==> src/hdl/field_codec_pkg.sv <==
// Constants and types shared by the datagram field encoder files
package field_codec_pkg;
	localparam int BYTE_W      = 8;
	localparam int PPS_W       = 24;
	localparam int TEMP_W      = 16;
	localparam int COUNT_W     = 16;
	localparam int TIME_IN_W   = 32;
	localparam int FRAME_W     = 88;
	localparam int FIFO_DEPTH  = 8;
	localparam int FIFO_W      = BYTE_W + 1;
	localparam int LEFT_W      = 4;
	// Byte counts per field group
	localparam logic [LEFT_W-1:0] PPS_BYTES   = 4'h3;
	localparam logic [LEFT_W-1:0] TEMP_BYTES  = 4'h6;
	localparam logic [LEFT_W-1:0] CNT_BYTES_1 = 4'h1;
	localparam logic [LEFT_W-1:0] CNT_BYTES_2 = 4'h2;
	// Filtered value 1.0 with 22 fractional bits
	localparam logic [PPS_W-1:0] FILT_ONE = 24'h400000;
	// 24-bit signed limits for microsecond count
	localparam logic signed [TIME_IN_W-1:0] TIME_MAX = 32'sh007FFFFF;
	localparam logic signed [TIME_IN_W-1:0] TIME_MIN = -32'sh00800000;
	localparam logic [COUNT_W-1:0] COUNT_RESET = 16'h0000;

	typedef enum logic {
		PPS_UNIT_TIME = 1'b0,
		PPS_UNIT_FILT = 1'b1
	} pps_unit_t;

	typedef enum logic [1:0] {
		ST_IDLE = 2'b01,
		ST_SEND = 2'b10
	} enc_state_t;
endpackage : field_codec_pkg

==> src/hdl/stream_if.sv <==
// Valid/ready word stream between the encoder and its FIFO
`timescale 1ns/1ps
`default_nettype none
interface stream_if #(parameter int W = 9);
	logic [W-1:0] data;
	logic         valid;
	logic         ready;
	modport src (output data, output valid, input ready);
	modport snk (input data, input valid, output ready);
endinterface : stream_if
`default_nettype wire

==> src/hdl/byte_fifo.sv <==
// Parameterised FIFO with registered read data
`timescale 1ns/1ps
`default_nettype none
module byte_fifo #(
	parameter int WIDTH = 9,
	parameter int DEPTH = 8
) (
	// Clock and reset
	input  wire logic clock,
	input  wire logic reset,
	// Filling side
	stream_if.snk     inPort,
	// Draining side
	stream_if.src     outPort
);
	localparam int AW = $clog2(DEPTH);

	logic [WIDTH-1:0] mem [DEPTH];
	logic [AW-1:0]    wrPtr_r;
	logic [AW-1:0]    rdPtr_r;
	logic [AW:0]      count_r;
	logic [WIDTH-1:0] outData_r;
	logic             outValid_r;
	logic             push;
	logic             pop;

	// Ready only while a slot is free, so back-pressure reaches the source
	assign inPort.ready  = (count_r != AW'(0) + (AW+1)'(DEPTH)) ? 1'b1 : 1'b0;
	assign push          = inPort.valid && inPort.ready;
	assign pop           = (count_r != '0) && (!outValid_r || outPort.ready);
	assign outPort.data  = outData_r;
	assign outPort.valid = outValid_r;

	always_ff @(posedge clock) begin
		if (push)
			mem[wrPtr_r] <= inPort.data;
	end

	always_ff @(posedge clock or posedge reset) begin
		if (reset) begin
			wrPtr_r <= '0;
			rdPtr_r <= '0;
			count_r <= '0;
		end else begin
			if (push)
				wrPtr_r <= (wrPtr_r == AW'(DEPTH - 1)) ? '0 : wrPtr_r + 1'b1;
			if (pop)
				rdPtr_r <= (rdPtr_r == AW'(DEPTH - 1)) ? '0 : rdPtr_r + 1'b1;
			if (push && !pop)
				count_r <= count_r + 1'b1;
			else if (pop && !push)
				count_r <= count_r - 1'b1;
		end
	end

	always_ff @(posedge clock or posedge reset) begin
		if (reset) begin
			outData_r  <= '0;
			outValid_r <= 1'b0;
		end else if (pop) begin
			outData_r  <= mem[rdPtr_r];
			outValid_r <= 1'b1;
		end else if (outPort.ready) begin
			outValid_r <= 1'b0;
		end
	end
endmodule : byte_fifo
`default_nettype wire

==> src/hdl/imu_datagram_field_codec.sv <==
// Encoder for the pulse, temperature and counter fields of a datagram
//
// Overview of operation
// - Each 24-bit pulse field leaves as three bytes, most significant first.
// - In time mode the field is a signed microsecond count, bit 23 the sign.
// - In filtered mode the field is unsigned, LSB 2^-22, held within 0..1.
// - Temperature is 16-bit signed with 8 fraction bits, high byte first.
// - One temperature per axis, sent only when the datagram carries them.
// - The sample counter is unsigned, one or two bytes by datagram type.
// - A two-byte counter goes high byte first, value = first*256 + second.
`timescale 1ns/1ps
`default_nettype none
module imu_datagram_field_codec (
	// Clock and reset
	input  wire logic                 clock,
	input  wire logic                 reset,
	// Sample request
	input  wire logic                 sampleValid,
	output logic                      sampleReady,
	input  wire logic                 ppsUnit,
	input  wire logic signed [31:0]   ppsTimeUs,
	input  wire logic [23:0]          ppsFiltered,
	input  wire logic                 tempPresent,
	input  wire logic [15:0]          tempX,
	input  wire logic [15:0]          tempY,
	input  wire logic [15:0]          tempZ,
	input  wire logic                 counterWide,
	// Byte stream out
	output logic [7:0]                byteData,
	output logic                      byteValid,
	output logic                      byteLast,
	input  wire logic                 byteReady,
	// Status
	output logic [15:0]               sampleCount
);
	localparam int BW = field_codec_pkg::BYTE_W;
	localparam int FW = field_codec_pkg::FRAME_W;
	localparam int LW = field_codec_pkg::LEFT_W;

	field_codec_pkg::enc_state_t state_r;
	logic [FW-1:0]                        frame_r;
	logic [FW-1:0]                        frame_nxt;
	logic [LW-1:0]                        left_r;
	logic [LW-1:0]                        left_nxt;
	logic [field_codec_pkg::COUNT_W-1:0]  count_r;
	logic [field_codec_pkg::PPS_W-1:0]    ppsField;
	logic                                 accept;
	logic                                 pushByte;

	stream_if #(.W(field_codec_pkg::FIFO_W)) encIf ();
	stream_if #(.W(field_codec_pkg::FIFO_W)) outIf ();

	assign accept   = sampleValid && (state_r == field_codec_pkg::ST_IDLE);
	assign pushByte = encIf.valid && encIf.ready;

	// Pulse field encoding chosen by the configured unit
	always_comb begin
		if (ppsUnit == field_codec_pkg::PPS_UNIT_FILT) begin
			// Values above 1.0 are clipped to stay inside the legal range
			if (ppsFiltered > field_codec_pkg::FILT_ONE)
				ppsField = field_codec_pkg::FILT_ONE;
			else
				ppsField = ppsFiltered;
		end else begin
			// Saturate rather than wrap so the sign stays meaningful
			if (ppsTimeUs > field_codec_pkg::TIME_MAX)
				ppsField = field_codec_pkg::TIME_MAX[23:0];
			else if (ppsTimeUs < field_codec_pkg::TIME_MIN)
				ppsField = field_codec_pkg::TIME_MIN[23:0];
			else
				ppsField = ppsTimeUs[23:0];
		end
	end

	// Pack bytes left aligned so the frame shifts out from its top
	always_comb begin
		if (tempPresent) begin
			left_nxt = field_codec_pkg::PPS_BYTES + field_codec_pkg::TEMP_BYTES;
			if (counterWide)
				frame_nxt = {ppsField, tempX, tempY, tempZ,
					count_r};
			else
				frame_nxt = {ppsField, tempX, tempY, tempZ, count_r[7:0],
					8'h00};
		end else begin
			left_nxt = field_codec_pkg::PPS_BYTES;
			if (counterWide)
				frame_nxt = {ppsField, count_r, 48'h000000000000};
			else
				frame_nxt = {ppsField, count_r[7:0], 56'h00000000000000};
		end
		if (counterWide)
			left_nxt = left_nxt + field_codec_pkg::CNT_BYTES_2;
		else
			left_nxt = left_nxt + field_codec_pkg::CNT_BYTES_1;
	end

	always_ff @(posedge clock or posedge reset) begin
		if (reset) begin
			state_r <= field_codec_pkg::ST_IDLE;
		end else begin
			case (state_r)
				field_codec_pkg::ST_IDLE: begin
					if (accept)
						state_r <= field_codec_pkg::ST_SEND;
				end
				field_codec_pkg::ST_SEND: begin
					if (pushByte && left_r == LW'(1))
						state_r <= field_codec_pkg::ST_IDLE;
				end
				default: state_r <= field_codec_pkg::ST_IDLE;
			endcase
		end
	end

	// Shift out top byte first for every multi-byte field
	always_ff @(posedge clock or posedge reset) begin
		if (reset) begin
			frame_r <= '0;
			left_r  <= '0;
		end else if (accept) begin
			frame_r <= frame_nxt;
			left_r  <= left_nxt;
		end else if (pushByte) begin
			frame_r <= {frame_r[FW-BW-1:0], 8'h00};
			left_r  <= left_r - 1'b1;
		end
	end

	// Counter wraps through zero with no flag
	always_ff @(posedge clock or posedge reset) begin
		if (reset)
			count_r <= field_codec_pkg::COUNT_RESET;
		else if (accept)
			count_r <= count_r + 1'b1;
	end

	assign encIf.valid = (state_r == field_codec_pkg::ST_SEND);
	assign encIf.data  = {(left_r == LW'(1)), frame_r[FW-1:FW-BW]};

	byte_fifo #(
		.WIDTH (field_codec_pkg::FIFO_W),
		.DEPTH (field_codec_pkg::FIFO_DEPTH)
	) fifoInst (
		.clock   (clock),
		.reset   (reset),
		.inPort  (encIf),
		.outPort (outIf)
	);

	assign outIf.ready = byteReady;
	assign byteData    = outIf.data[BW-1:0];
	assign byteLast    = outIf.data[BW];
	assign byteValid   = outIf.valid;
	assign sampleReady = state_r[0];
	assign sampleCount = count_r;
endmodule : imu_datagram_field_codec
`default_nettype wire

==> config.mk <==
export PLATFORM = sky130hd
export DESIGN_NAME = imu_datagram_field_codec
export DESIGN_NICKNAME = d
export VERILOG_FILES = /design/src/hdl/field_codec_pkg.sv /design/src/hdl/stream_if.sv /design/src/hdl/byte_fifo.sv /design/src/hdl/imu_datagram_field_codec.sv
export SDC_FILE = /design/constraint.sdc
export NUM_CORES = 1
export LEC_CHECK = 0
export BUFFER_PORTS_ARGS = -buffer_cell sky130_fd_sc_hd__clkbuf_2
export CAP_MARGIN = 15
export CORE_ASPECT_RATIO = 0.75
export CORE_MARGIN = 1.5
export CORE_UTILIZATION = 35
export CTS_BUF_LIST = sky130_fd_sc_hd__clkbuf_2 sky130_fd_sc_hd__clkbuf_4 sky130_fd_sc_hd__clkbuf_8
export DETAILED_ROUTE_END_ITERATION = 7
export SLEW_MARGIN = 20
export SYNTH_ARGS = -nofsm -noshare
export SYNTH_HDL_FRONTEND = slang
export SYNTH_SLANG_ARGS = --single-unit
==> constraint.sdc <==
create_clock -name clock -period 4.5 [get_ports clock]
set_input_delay 0.45 -clock clock [delete_from_list [all_inputs] [get_ports clock]]
set_output_delay 0.45 -clock clock [all_outputs]
set_load 0.02 [all_outputs]
==> results of run 1 <==
-- layer usage --
layer | part of all wire [%] | GRT usage [%] | vias to the layer above
met2 | 40 | 23.7 | 226
met1 | 52 | 29.0 | 3329
li1 | - | - | 3275
met3 | 5.3 | 2.81 | 37
met4 | 2.0 | 3.84 | 0
met5 | 0 | 0 | -
-- repair_timing --
action	CTS	global route
gates resized for setup	0	0
hold endpoints to repair	37	0
hold buffers	1	0
-- sequential cells by signal, summed over array words and instances (netlist names) --
register	flops
frame_r	88
fifoInst.rdPtr_r	3
fifoInst.outPort.valid	1
fifoInst.wrPtr_r	3
fifoInst.count_r	4
fifoInst.outPort.data	9
state_r	2
left_r	4
fifoInst.mem	72
sampleCount	16
-- area by class of cell --
type	instances	area, µm²
tap	344	430
fill	2514	15100
multi-input combinational	550	3690
clock inverter	12	103
inverter	12	50.0
timing repair buffer	156	843
clock buffer	45	557
sequential	202	5420
-- worst max path at each step --
stage | start | end | slack [ns]
floorplan | reset | fifoInst.count_r[0] | 0.58
global placement | byteReady | fifoInst.count_r[3] | 1.69
detailed placement | byteReady | fifoInst.count_r[3] | 1.65
CTS | fifoInst.count_r[0] | fifoInst.count_r[3] | 1.67
global route | fifoInst.count_r[0] | fifoInst.count_r[3] | 1.36
finish | fifoInst.count_r[0] | fifoInst.count_r[3] | 1.71
-- layout by cell type, fill, tap and decap left out, types with 3 or more instances in the layout --
cell type                  synthesis  routed
sky130_fd_sc_hd__nand3b_1          3       3
sky130_fd_sc_hd__nor3b_1           3       3
sky130_fd_sc_hd__dfrtp_1         129     128
sky130_fd_sc_hd__and4_1            3       3
sky130_fd_sc_hd__mux2_2           19      19
sky130_fd_sc_hd__mux2i_1          33      33
sky130_fd_sc_hd__nor3_1            7       7
sky130_fd_sc_hd__ha_1             10      10
sky130_fd_sc_hd__a21oi_2           9      10
sky130_fd_sc_hd__a211oi_1          8       8
sky130_fd_sc_hd__xnor2_1          19      19
sky130_fd_sc_hd__clkinv_2          0       4
sky130_fd_sc_hd__o21ai_1          11      11
sky130_fd_sc_hd__nor2_1           37      37
sky130_fd_sc_hd__nand2b_1          6       6
sky130_fd_sc_hd__a21oi_1          58      57
sky130_fd_sc_hd__a211o_1           4       4
sky130_fd_sc_hd__a31oi_1          51      51
sky130_fd_sc_hd__nor4b_1           3       3
sky130_fd_sc_hd__nand2_1         143     143
sky130_fd_sc_hd__o21ai_0           7       7
sky130_fd_sc_hd__clkinv_1          0       6
sky130_fd_sc_hd__o22ai_1          15      15
sky130_fd_sc_hd__a22o_1           12      12
sky130_fd_sc_hd__edfxtp_1         72      72
sky130_fd_sc_hd__nand4_1           4       4
sky130_fd_sc_hd__mux4_2           18      18
sky130_fd_sc_hd__nand3_1          16      16
sky130_fd_sc_hd__a21o_1           19      18
sky130_fd_sc_hd__clkbuf_8          0      35
sky130_fd_sc_hd__xor2_1            3       3
sky130_fd_sc_hd__and3_1            3       3
sky130_fd_sc_hd__a221o_1           3       3
sky130_fd_sc_hd__inv_1            11      10
sky130_fd_sc_hd__nor4_1            8       8
sky130_fd_sc_hd__clkbuf_4          0      10
sky130_fd_sc_hd__buf_4             2      17
sky130_fd_sc_hd__clkbuf_2          1     137
-- cell families after synthesis --
| logic type | share of synthesized area (%) |
|---|---|
| AO/OA/AOI/OAI | 13.8 |
| XOR/XNOR | 2.04 |
| multiplexers | 10.1 |
| AND/OR/NAND/NOR | 11.6 |
| buffers and inverters | 3.66 |
| flip-flops | 57.4 |
| adder cells (fa/ha/maj) | 1.54 |
-- per-stage QoR --
step | utilization, % | cells
global placement | 39.7 | 1263
floorplan | - | 824
detailed placement | 39.7 | 1263
global route | 42.3 | 1321
CTS | 42.3 | 1321
finish | 42.3 | 1321
-- power by group --
part / switching, µW / leakage [µW] / internal (µW)
Sequential: 541 / 0.00225 / 2530
Clock: 707 / 0.000351 / 906
Combinational: 1170 / 0.00223 / 973
Total: 2420 / 0.00482 / 4410
==> impl_metrics.prom, run 1 <==
# TYPE chip_impl_metric gauge
chip_impl_metric{name="chipHeight",unit="µm"} 145
chip_impl_metric{name="global_route.usage.total",unit="%"} 17.6
chip_impl_metric{name="crit_cells",unit=""} 11
chip_impl_metric{name="dr.first_iter.drc_count",unit=""} 658
chip_impl_metric{name="globalplace.congestion",unit=""} 0.789
chip_impl_metric{name="synth.cell_area",unit="µm²"} 9440
chip_impl_metric{name="maxSlewHeadroom",unit="%"} 37.1
chip_impl_metric{name="final_net_count",unit=""} 1075
chip_impl_info{name="synthMostInstantiatedCell",value="sky130_fd_sc_hd__nand2_1"} 1
chip_impl_metric{name="antennaDiodeCount",unit=""} 0
chip_impl_metric{name="via_count",unit=""} 6867
chip_impl_metric{name="final_worst_setup_slack",unit="ns"} 1.71
chip_impl_metric{name="cts_inserted_buffers",unit=""} 31
chip_impl_metric{name="r2r_cells",unit=""} 11
chip_impl_metric{name="timing.clock.skew",unit="ns"} 0.0220
chip_impl_metric{name="clkSlewWorstSetupHoldPaths",unit="ns"} 0.06
chip_impl_metric{name="worstPathMaxFanout",unit=""} 23
chip_impl_metric{name="grt_pass1_vias",unit=""} 6697
chip_impl_metric{name="flow.area_growth_from_synthesis",unit="%"} 17.4
chip_impl_info{name="worst_r2r_endpoint",value="fifoInst.count_r[3]"} 1
chip_impl_metric{name="timing.final.setup_violations",unit=""} 0
chip_impl_info{name="run_status",value="completed"} 1
chip_impl_metric{name="htree_num_levels",unit=""} 1
chip_impl_info{name="clock_tree.root_cell",value="sky130_fd_sc_hd__clkbuf_8"} 1
chip_impl_metric{name="postSynthAreaPerCell",unit="µm²"} 11.5
chip_impl_metric{name="worstHoldPathCells",unit=""} 2
chip_impl_metric{name="postSynthRegisterBits",unit=""} 202
chip_impl_metric{name="ant_nets",unit=""} 0
chip_impl_metric{name="grt_max_degree",unit=""} 82
chip_impl_metric{name="synth_cell_types",unit=""} 54
chip_impl_metric{name="preCtsSetupSlack",unit="ns"} 1.65
chip_impl_info{name="critPathCaptureType",value="flop"} 1
chip_impl_metric{name="effective_utilization_at_floorplan",unit="%"} 36.0
chip_impl_metric{name="clockBufferDepth",unit=""} 3
chip_impl_info{name="critPathTopFamily",value="compound AO/OA/AOI/OAI gates"} 1
chip_impl_metric{name="hpwlAfterDp",unit="mm"} 16.7
chip_impl_metric{name="timing.critical_path.required",unit="ns"} 4.93
chip_impl_metric{name="drv_cap",unit=""} 0
chip_impl_info{name="ys_dominant_reg_cell",value="sky130_fd_sc_hd__dfrtp_1"} 1
chip_impl_metric{name="maximum_achievable_frequency",unit="MHz"} 358
chip_impl_metric{name="post-layout-total-power",unit="µW"} 6830
chip_impl_metric{name="netlist_instances",unit=""} 824
chip_impl_metric{name="final_layout_size_suffix_gt1_share",unit="%"} 27.0
chip_impl_metric{name="critPathArrivalTime",unit="ns"} 3.23
chip_impl_metric{name="cts.sinks",unit=""} 202
chip_impl_metric{name="cellPowerDensity",unit="nW/µm²"} 616
chip_impl_metric{name="finish.instance_area",unit="µm²"} 11100
chip_impl_metric{name="postRouteWirelength",unit="mm"} 24.3
chip_impl_info{name="worst_path_max_delay_cell",value="sky130_fd_sc_hd__a21oi_2"} 1
chip_impl_metric{name="hold_slack",unit="ns"} 0.0961
chip_impl_metric{name="grt.overflow.total",unit=""} 0
chip_impl_metric{name="grt_pass1_wl",unit="mm"} 38.3
chip_impl_metric{name="critical_path_buf_inv_count",unit=""} 2
chip_impl_metric{name="reg2reg_setup_slack",unit="ns"} 1.71
chip_impl_metric{name="placement_rows",unit=""} 51
chip_impl_metric{name="coreArea",unit="µm²"} 26200
chip_impl_metric{name="slew_at_the_pin_closest_to_its_max_slew_limit",unit="ns"} 0.944
chip_impl_metric{name="yosys_warnings",unit=""} 0
chip_impl_info{name="rr_startpoint",value="fifoInst.count_r[0]"} 1
chip_impl_metric{name="die_area",unit="µm²"} 28000
chip_impl_metric{name="synth_sequential_area_ratio",unit="%"} 57.4
chip_impl_metric{name="post-synth-top-area-fraction",unit="%"} 34.2
chip_impl_metric{name="ir_drop",unit="µV"} 281
chip_impl_metric{name="cp_slowest_stage_delay",unit="ns"} 0.70
chip_impl_info{name="tritoncts",value="built"} 1
chip_impl_info{name="critical_path_class",value="reg -> reg"} 1
chip_impl_metric{name="detail_route.vias_per_cell",unit=""} 5.20
chip_impl_metric{name="synth.net_count",unit=""} 946
chip_impl_info{name="synth_top_cells_by_area",value="sky130_fd_sc_hd__dfrtp_1 34%, sky130_fd_sc_hd__edfxtp_1 23%, sky130_fd_sc_hd__nand2_1 5.7%"} 1
chip_impl_metric{name="drt_pre_antenna_iters",unit=""} 5
chip_impl_metric{name="synth-edff-count",unit=""} 72
chip_impl_metric{name="die_w",unit="µm"} 193
chip_impl_metric{name="power.static_leakage",unit="µW"} 0.00482
chip_impl_metric{name="port-buffer-count",unit=""} 137
chip_impl_metric{name="floorplan.io_pins",unit=""} 138
chip_impl_info{name="ys_top_cells_by_count",value="143 x sky130_fd_sc_hd__nand2_1, 129 x sky130_fd_sc_hd__dfrtp_1, 72 x sky130_fd_sc_hd__edfxtp_1, 58 x sky130_fd_sc_hd__a21oi_1, 51 x sky130_fd_sc_hd__a31oi_1"} 1
chip_impl_info{name="timing.hold.worst.class",value="in -> reg"} 1
chip_impl_metric{name="ys_async_sr_fraction",unit="%"} 64.4
chip_impl_info{name="crit_path_start_kind",value="flop"} 1
chip_impl_metric{name="final_hold_viol_count",unit=""} 0
chip_impl_metric{name="detail_route.wl_per_cell",unit="µm"} 18.4
chip_impl_info{name="cells_traversed_along_the_worst_timing_path",value="nor4_1, a21oi_2, inv_1, ha_1, inv_1, ha_1, a21o_1, a21oi_1, xnor2_1, nor2_1, xor2_1"} 1
chip_impl_metric{name="dpl_cell_area",unit="µm²"} 10400
chip_impl_metric{name="finalCriticalPeriod",unit="ns"} 2.79
chip_impl_info{name="dominant_cell_type_by_area_after_synthesis",value="sky130_fd_sc_hd__dfrtp_1"} 1
chip_impl_info{name="min_delay_worst_endpoint",value="fifoInst.outPort.valid"} 1
chip_impl_metric{name="final.setup.tns",unit="ns"} 0
chip_impl_metric{name="clk_latency",unit="ns"} 0.56
chip_impl_metric{name="cts_setup_buffers",unit=""} 0
chip_impl_info{name="hold_path_startpoint",value="byteReady"} 1
chip_impl_metric{name="post-route-period-util",unit="%"} 62.1
chip_impl_metric{name="slew_viol_final",unit=""} 0
chip_impl_info{name="grt_setup_unrepaired",value="false"} 1
chip_impl_metric{name="number_of_antenna_violations_at_the_first_check_in_global_routing",unit=""} 0
chip_impl_metric{name="drc",unit=""} 0
(Power assumes the default switching activity.)
==> run 2, diff against run 1 <==
clock period = 2.24 ns   (was 4.5 ns; I/O delays follow)
==> run 2 against run 1 <==
Against the previous run: sequential power increased by 97%; utilization increased by 2.7 points; count of clock-buffer cells in the layout increased by 11; die area unchanged; worst setup slack got worse by 1.6 ns; non-clock buffer count increased by 54; final area increased by 6.3%; critical path type unchanged; largest cell class unchanged; highest routed layer unchanged.
==> impl_metrics.prom, run 2 (synthesis gave the netlist of run 1 again) <==
# TYPE chip_impl_metric gauge
chip_impl_info{name="critPathCaptureType",value="flop"} 1
chip_impl_metric{name="route.layer.met1.wl",unit="mm"} 12.8
chip_impl_metric{name="cellPowerDensity",unit="nW/µm²"} 1220
chip_impl_metric{name="global_route.usage.total",unit="%"} 18.1
chip_impl_metric{name="critPathArrivalTime",unit="ns"} 2.54
chip_impl_metric{name="flow.area_growth_from_synthesis",unit="%"} 24.8
chip_impl_metric{name="postRouteWirelength",unit="mm"} 25.0
chip_impl_metric{name="detail_route.vias_per_cell",unit=""} 5.15
chip_impl_info{name="cells_traversed_along_the_worst_timing_path",value="nor4_2, buf_4, a21oi_2, inv_2, ha_4, inv_2, ha_1, a21o_1, a21oi_2, xnor2_1, nor2_1, xor2_1"} 1
chip_impl_metric{name="grt.overflow.total",unit=""} 0
chip_impl_metric{name="placement_rows",unit=""} 51
chip_impl_info{name="crit_path_start_kind",value="flop"} 1
chip_impl_info{name="most-common-layout-cells",value="143 x sky130_fd_sc_hd__nand2_1, 137 x sky130_fd_sc_hd__clkbuf_2, 128 x sky130_fd_sc_hd__dfrtp_1"} 1
chip_impl_info{name="run_status",value="completed"} 1
chip_impl_metric{name="worstHoldPathCells",unit=""} 3
chip_impl_metric{name="final_net_count",unit=""} 1132
chip_impl_metric{name="post-route-period-util",unit="%"} 96.1
chip_impl_metric{name="cp_slowest_stage_delay",unit="ns"} 0.41
chip_impl_metric{name="effective_utilization_at_floorplan",unit="%"} 36.0
chip_impl_metric{name="postLayoutCoreUtil",unit="%"} 44.9
chip_impl_metric{name="route.met3.wl",unit="mm"} 1.61
chip_impl_metric{name="finish.instance_area",unit="µm²"} 11800
chip_impl_metric{name="grt_pass1_wl",unit="mm"} 39.3
chip_impl_metric{name="final.fill_count",unit=""} 2492
chip_impl_info{name="tritoncts",value="built"} 1
chip_impl_metric{name="dr.first_iter.drc_count",unit=""} 474
chip_impl_metric{name="cts.sinks",unit=""} 202
chip_impl_metric{name="die_area",unit="µm²"} 28000
chip_impl_metric{name="drc",unit=""} 0
chip_impl_info{name="largest-register",value="frame_r"} 1
chip_impl_metric{name="final_layout_size_suffix_gt1_share",unit="%"} 29.6
chip_impl_metric{name="drv_cap",unit=""} 0
chip_impl_metric{name="hpwlAfterDp",unit="mm"} 16.8
chip_impl_metric{name="placed_cells_incl_taps",unit=""} 1280
chip_impl_info{name="hold_path_startpoint",value="tempZ[1]"} 1
chip_impl_metric{name="multiInputGateArea",unit="µm²"} 3760
chip_impl_info{name="most_frequent_standard_cell_in_the_layout_excluding_fill_and_tap_cells",value="sky130_fd_sc_hd__nand2_1"} 1
chip_impl_metric{name="reg2reg_setup_slack",unit="ns"} 0.09
chip_impl_metric{name="port-buffer-count",unit=""} 137
chip_impl_metric{name="detail_route.wl_per_cell",unit="µm"} 18.2
chip_impl_metric{name="coreArea",unit="µm²"} 26200
chip_impl_metric{name="power.static_leakage",unit="µW"} 0.00514
chip_impl_metric{name="cts_inserted_buffers",unit=""} 34
chip_impl_info{name="rr_startpoint",value="fifoInst.count_r[1]"} 1
chip_impl_metric{name="worstPathMaxFanout",unit=""} 3
chip_impl_info{name="topRoutingLayerUsed",value="met4"} 1
chip_impl_info{name="worst_r2r_endpoint",value="fifoInst.count_r[3]"} 1
chip_impl_info{name="timing.hold.worst.class",value="in -> reg"} 1
chip_impl_metric{name="grt_pass1_vias",unit=""} 6998
chip_impl_metric{name="timing.clock.skew",unit="ns"} 0.0196
chip_impl_metric{name="globalplace.congestion",unit=""} 0.833
chip_impl_info{name="min_delay_worst_endpoint",value="frame_r[17]"} 1
chip_impl_metric{name="detailroute.wirelength.met2",unit="mm"} 10.3
chip_impl_metric{name="post_layout_nonfiller_instances",unit=""} 1378
chip_impl_metric{name="maxSlewHeadroom",unit="%"} 48.5
chip_impl_metric{name="dpl_cell_area",unit="µm²"} 10600
chip_impl_metric{name="drt_pre_antenna_iters",unit=""} 5
chip_impl_info{name="clock_tree.root_cell",value="sky130_fd_sc_hd__clkbuf_8"} 1
chip_impl_info{name="critical_path_class",value="reg -> reg"} 1
chip_impl_metric{name="antennaDiodeCount",unit=""} 0
chip_impl_metric{name="final_hold_viol_count",unit=""} 0
chip_impl_info{name="worst_path_max_delay_cell",value="sky130_fd_sc_hd__dfrtp_1"} 1
chip_impl_metric{name="largest_reg_flops",unit=""} 88
chip_impl_metric{name="finalCriticalPeriod",unit="ns"} 2.15
chip_impl_metric{name="post-layout-total-power",unit="µW"} 14400
chip_impl_metric{name="clk_latency",unit="ns"} 0.52
chip_impl_metric{name="slew_at_the_pin_closest_to_its_max_slew_limit",unit="ns"} 0.773
chip_impl_metric{name="via_count",unit=""} 7090
chip_impl_metric{name="timing.critical_path.required",unit="ns"} 2.63
chip_impl_metric{name="htree_num_levels",unit=""} 2
chip_impl_metric{name="grt_max_degree",unit=""} 131
chip_impl_metric{name="number_of_antenna_violations_at_the_first_check_in_global_routing",unit=""} 0
chip_impl_metric{name="seq_area",unit="µm²"} 5420
chip_impl_metric{name="die_w",unit="µm"} 193
chip_impl_metric{name="maximum_achievable_frequency",unit="MHz"} 465
chip_impl_metric{name="floorplan.io_pins",unit=""} 138
chip_impl_metric{name="clockBufferDepth",unit=""} 3
chip_impl_metric{name="ant_nets",unit=""} 0
chip_impl_metric{name="slew_viol_final",unit=""} 0
chip_impl_metric{name="timing.final.setup_violations",unit=""} 0
chip_impl_metric{name="r2r_cells",unit=""} 12
chip_impl_metric{name="ir_drop",unit="µV"} 504
chip_impl_metric{name="chipHeight",unit="µm"} 145
chip_impl_metric{name="clkSlewWorstSetupHoldPaths",unit="ns"} 0.06
==> run 2: cell count changes in the layout (fill, tap and decap cells not counted), sizes merged <==
cell         before  now
buf              18   37
bufinv            2    1
clkbuf          182  193
clkinv           10    1
clkinvlp          0    1
dlygate4sd3       1   36
inv              12   13
==> run 2: power breakdown <==
| group | total [µW] | switching, µW | internal [µW] |
|---|---|---|---|
| registers | 6040 | 956 | 5080 |
| clock network | 3550 | 1510 | 2050 |
| logic | 4810 | 2600 | 2210 |
| total | 14400 | 5070 | 9340 |
==> run 2: area by class of cell <==
type	instances	share of cell area (%)
multi-input cells	550	31.9
clock inverters	4	0.446
clock buffers	56	5.80
repair buffers	210	11.8
inverters	12	0.414
flip-flops and latches	202	46.0
well taps	344	3.65
==> run 2: critical path, delay by kind of cell (launching register included) <==
family	cells	cell delay, ns
compound gates	3	0.38
fa+ha+maj	2	0.40
flops	1	0.41
xor+xnor	2	0.26
simple gates	2	0.31
buf+inv	3	0.27
==> run 2: worst max path at each step <==
stage | start | to | slack [ns] | cells past startpoint
6_report | fifoInst.count_r[1] | fifoInst.count_r[3] | 0.09 | 12
3_3_place_gp | fifoInst.count_r[0] | fifoInst.count_r[3] | 0.04 | 12
5_1_grt | fifoInst.count_r[1] | fifoInst.count_r[3] | -0.03 | 12
3_5_place_dp | fifoInst.count_r[0] | fifoInst.count_r[3] | 0.04 | 12
4_1_cts | fifoInst.count_r[0] | fifoInst.count_r[3] | 0.02 | 12
2_1_floorplan | state_r[0] | fifoInst.count_r[3] | -0.14 | 13
==> run 2: metrics by stage <==
step,setup slack (ns),TNS (ns),hold slack (ns)
final,0.0878,0,0.0275
after global routing,-0.0317,-0.0429,0.0181
after CTS,0.0247,0,0.00344
after detailed placement,0.0385,0,0.432
after global placement,0.0396,0,0.426
after floorplan,-0.141,-0.141,0.320
==> run 2: what timing repair did <==
action,in CTS,in global routing
hold buffers,36,0
hold endpoints to repair,164,0
gates resized for setup,0,6
buffers inserted,0,2
endpoints found under the setup margin,0,1
==> run 2: metal layers <==
layer / track usage, % / vias up
li1: - / 3392
met1: 28.7 / 3425
met2: 24.7 / 238
met3: 3.82 / 35
met4: 4.26 / 0
met5: 0 / -
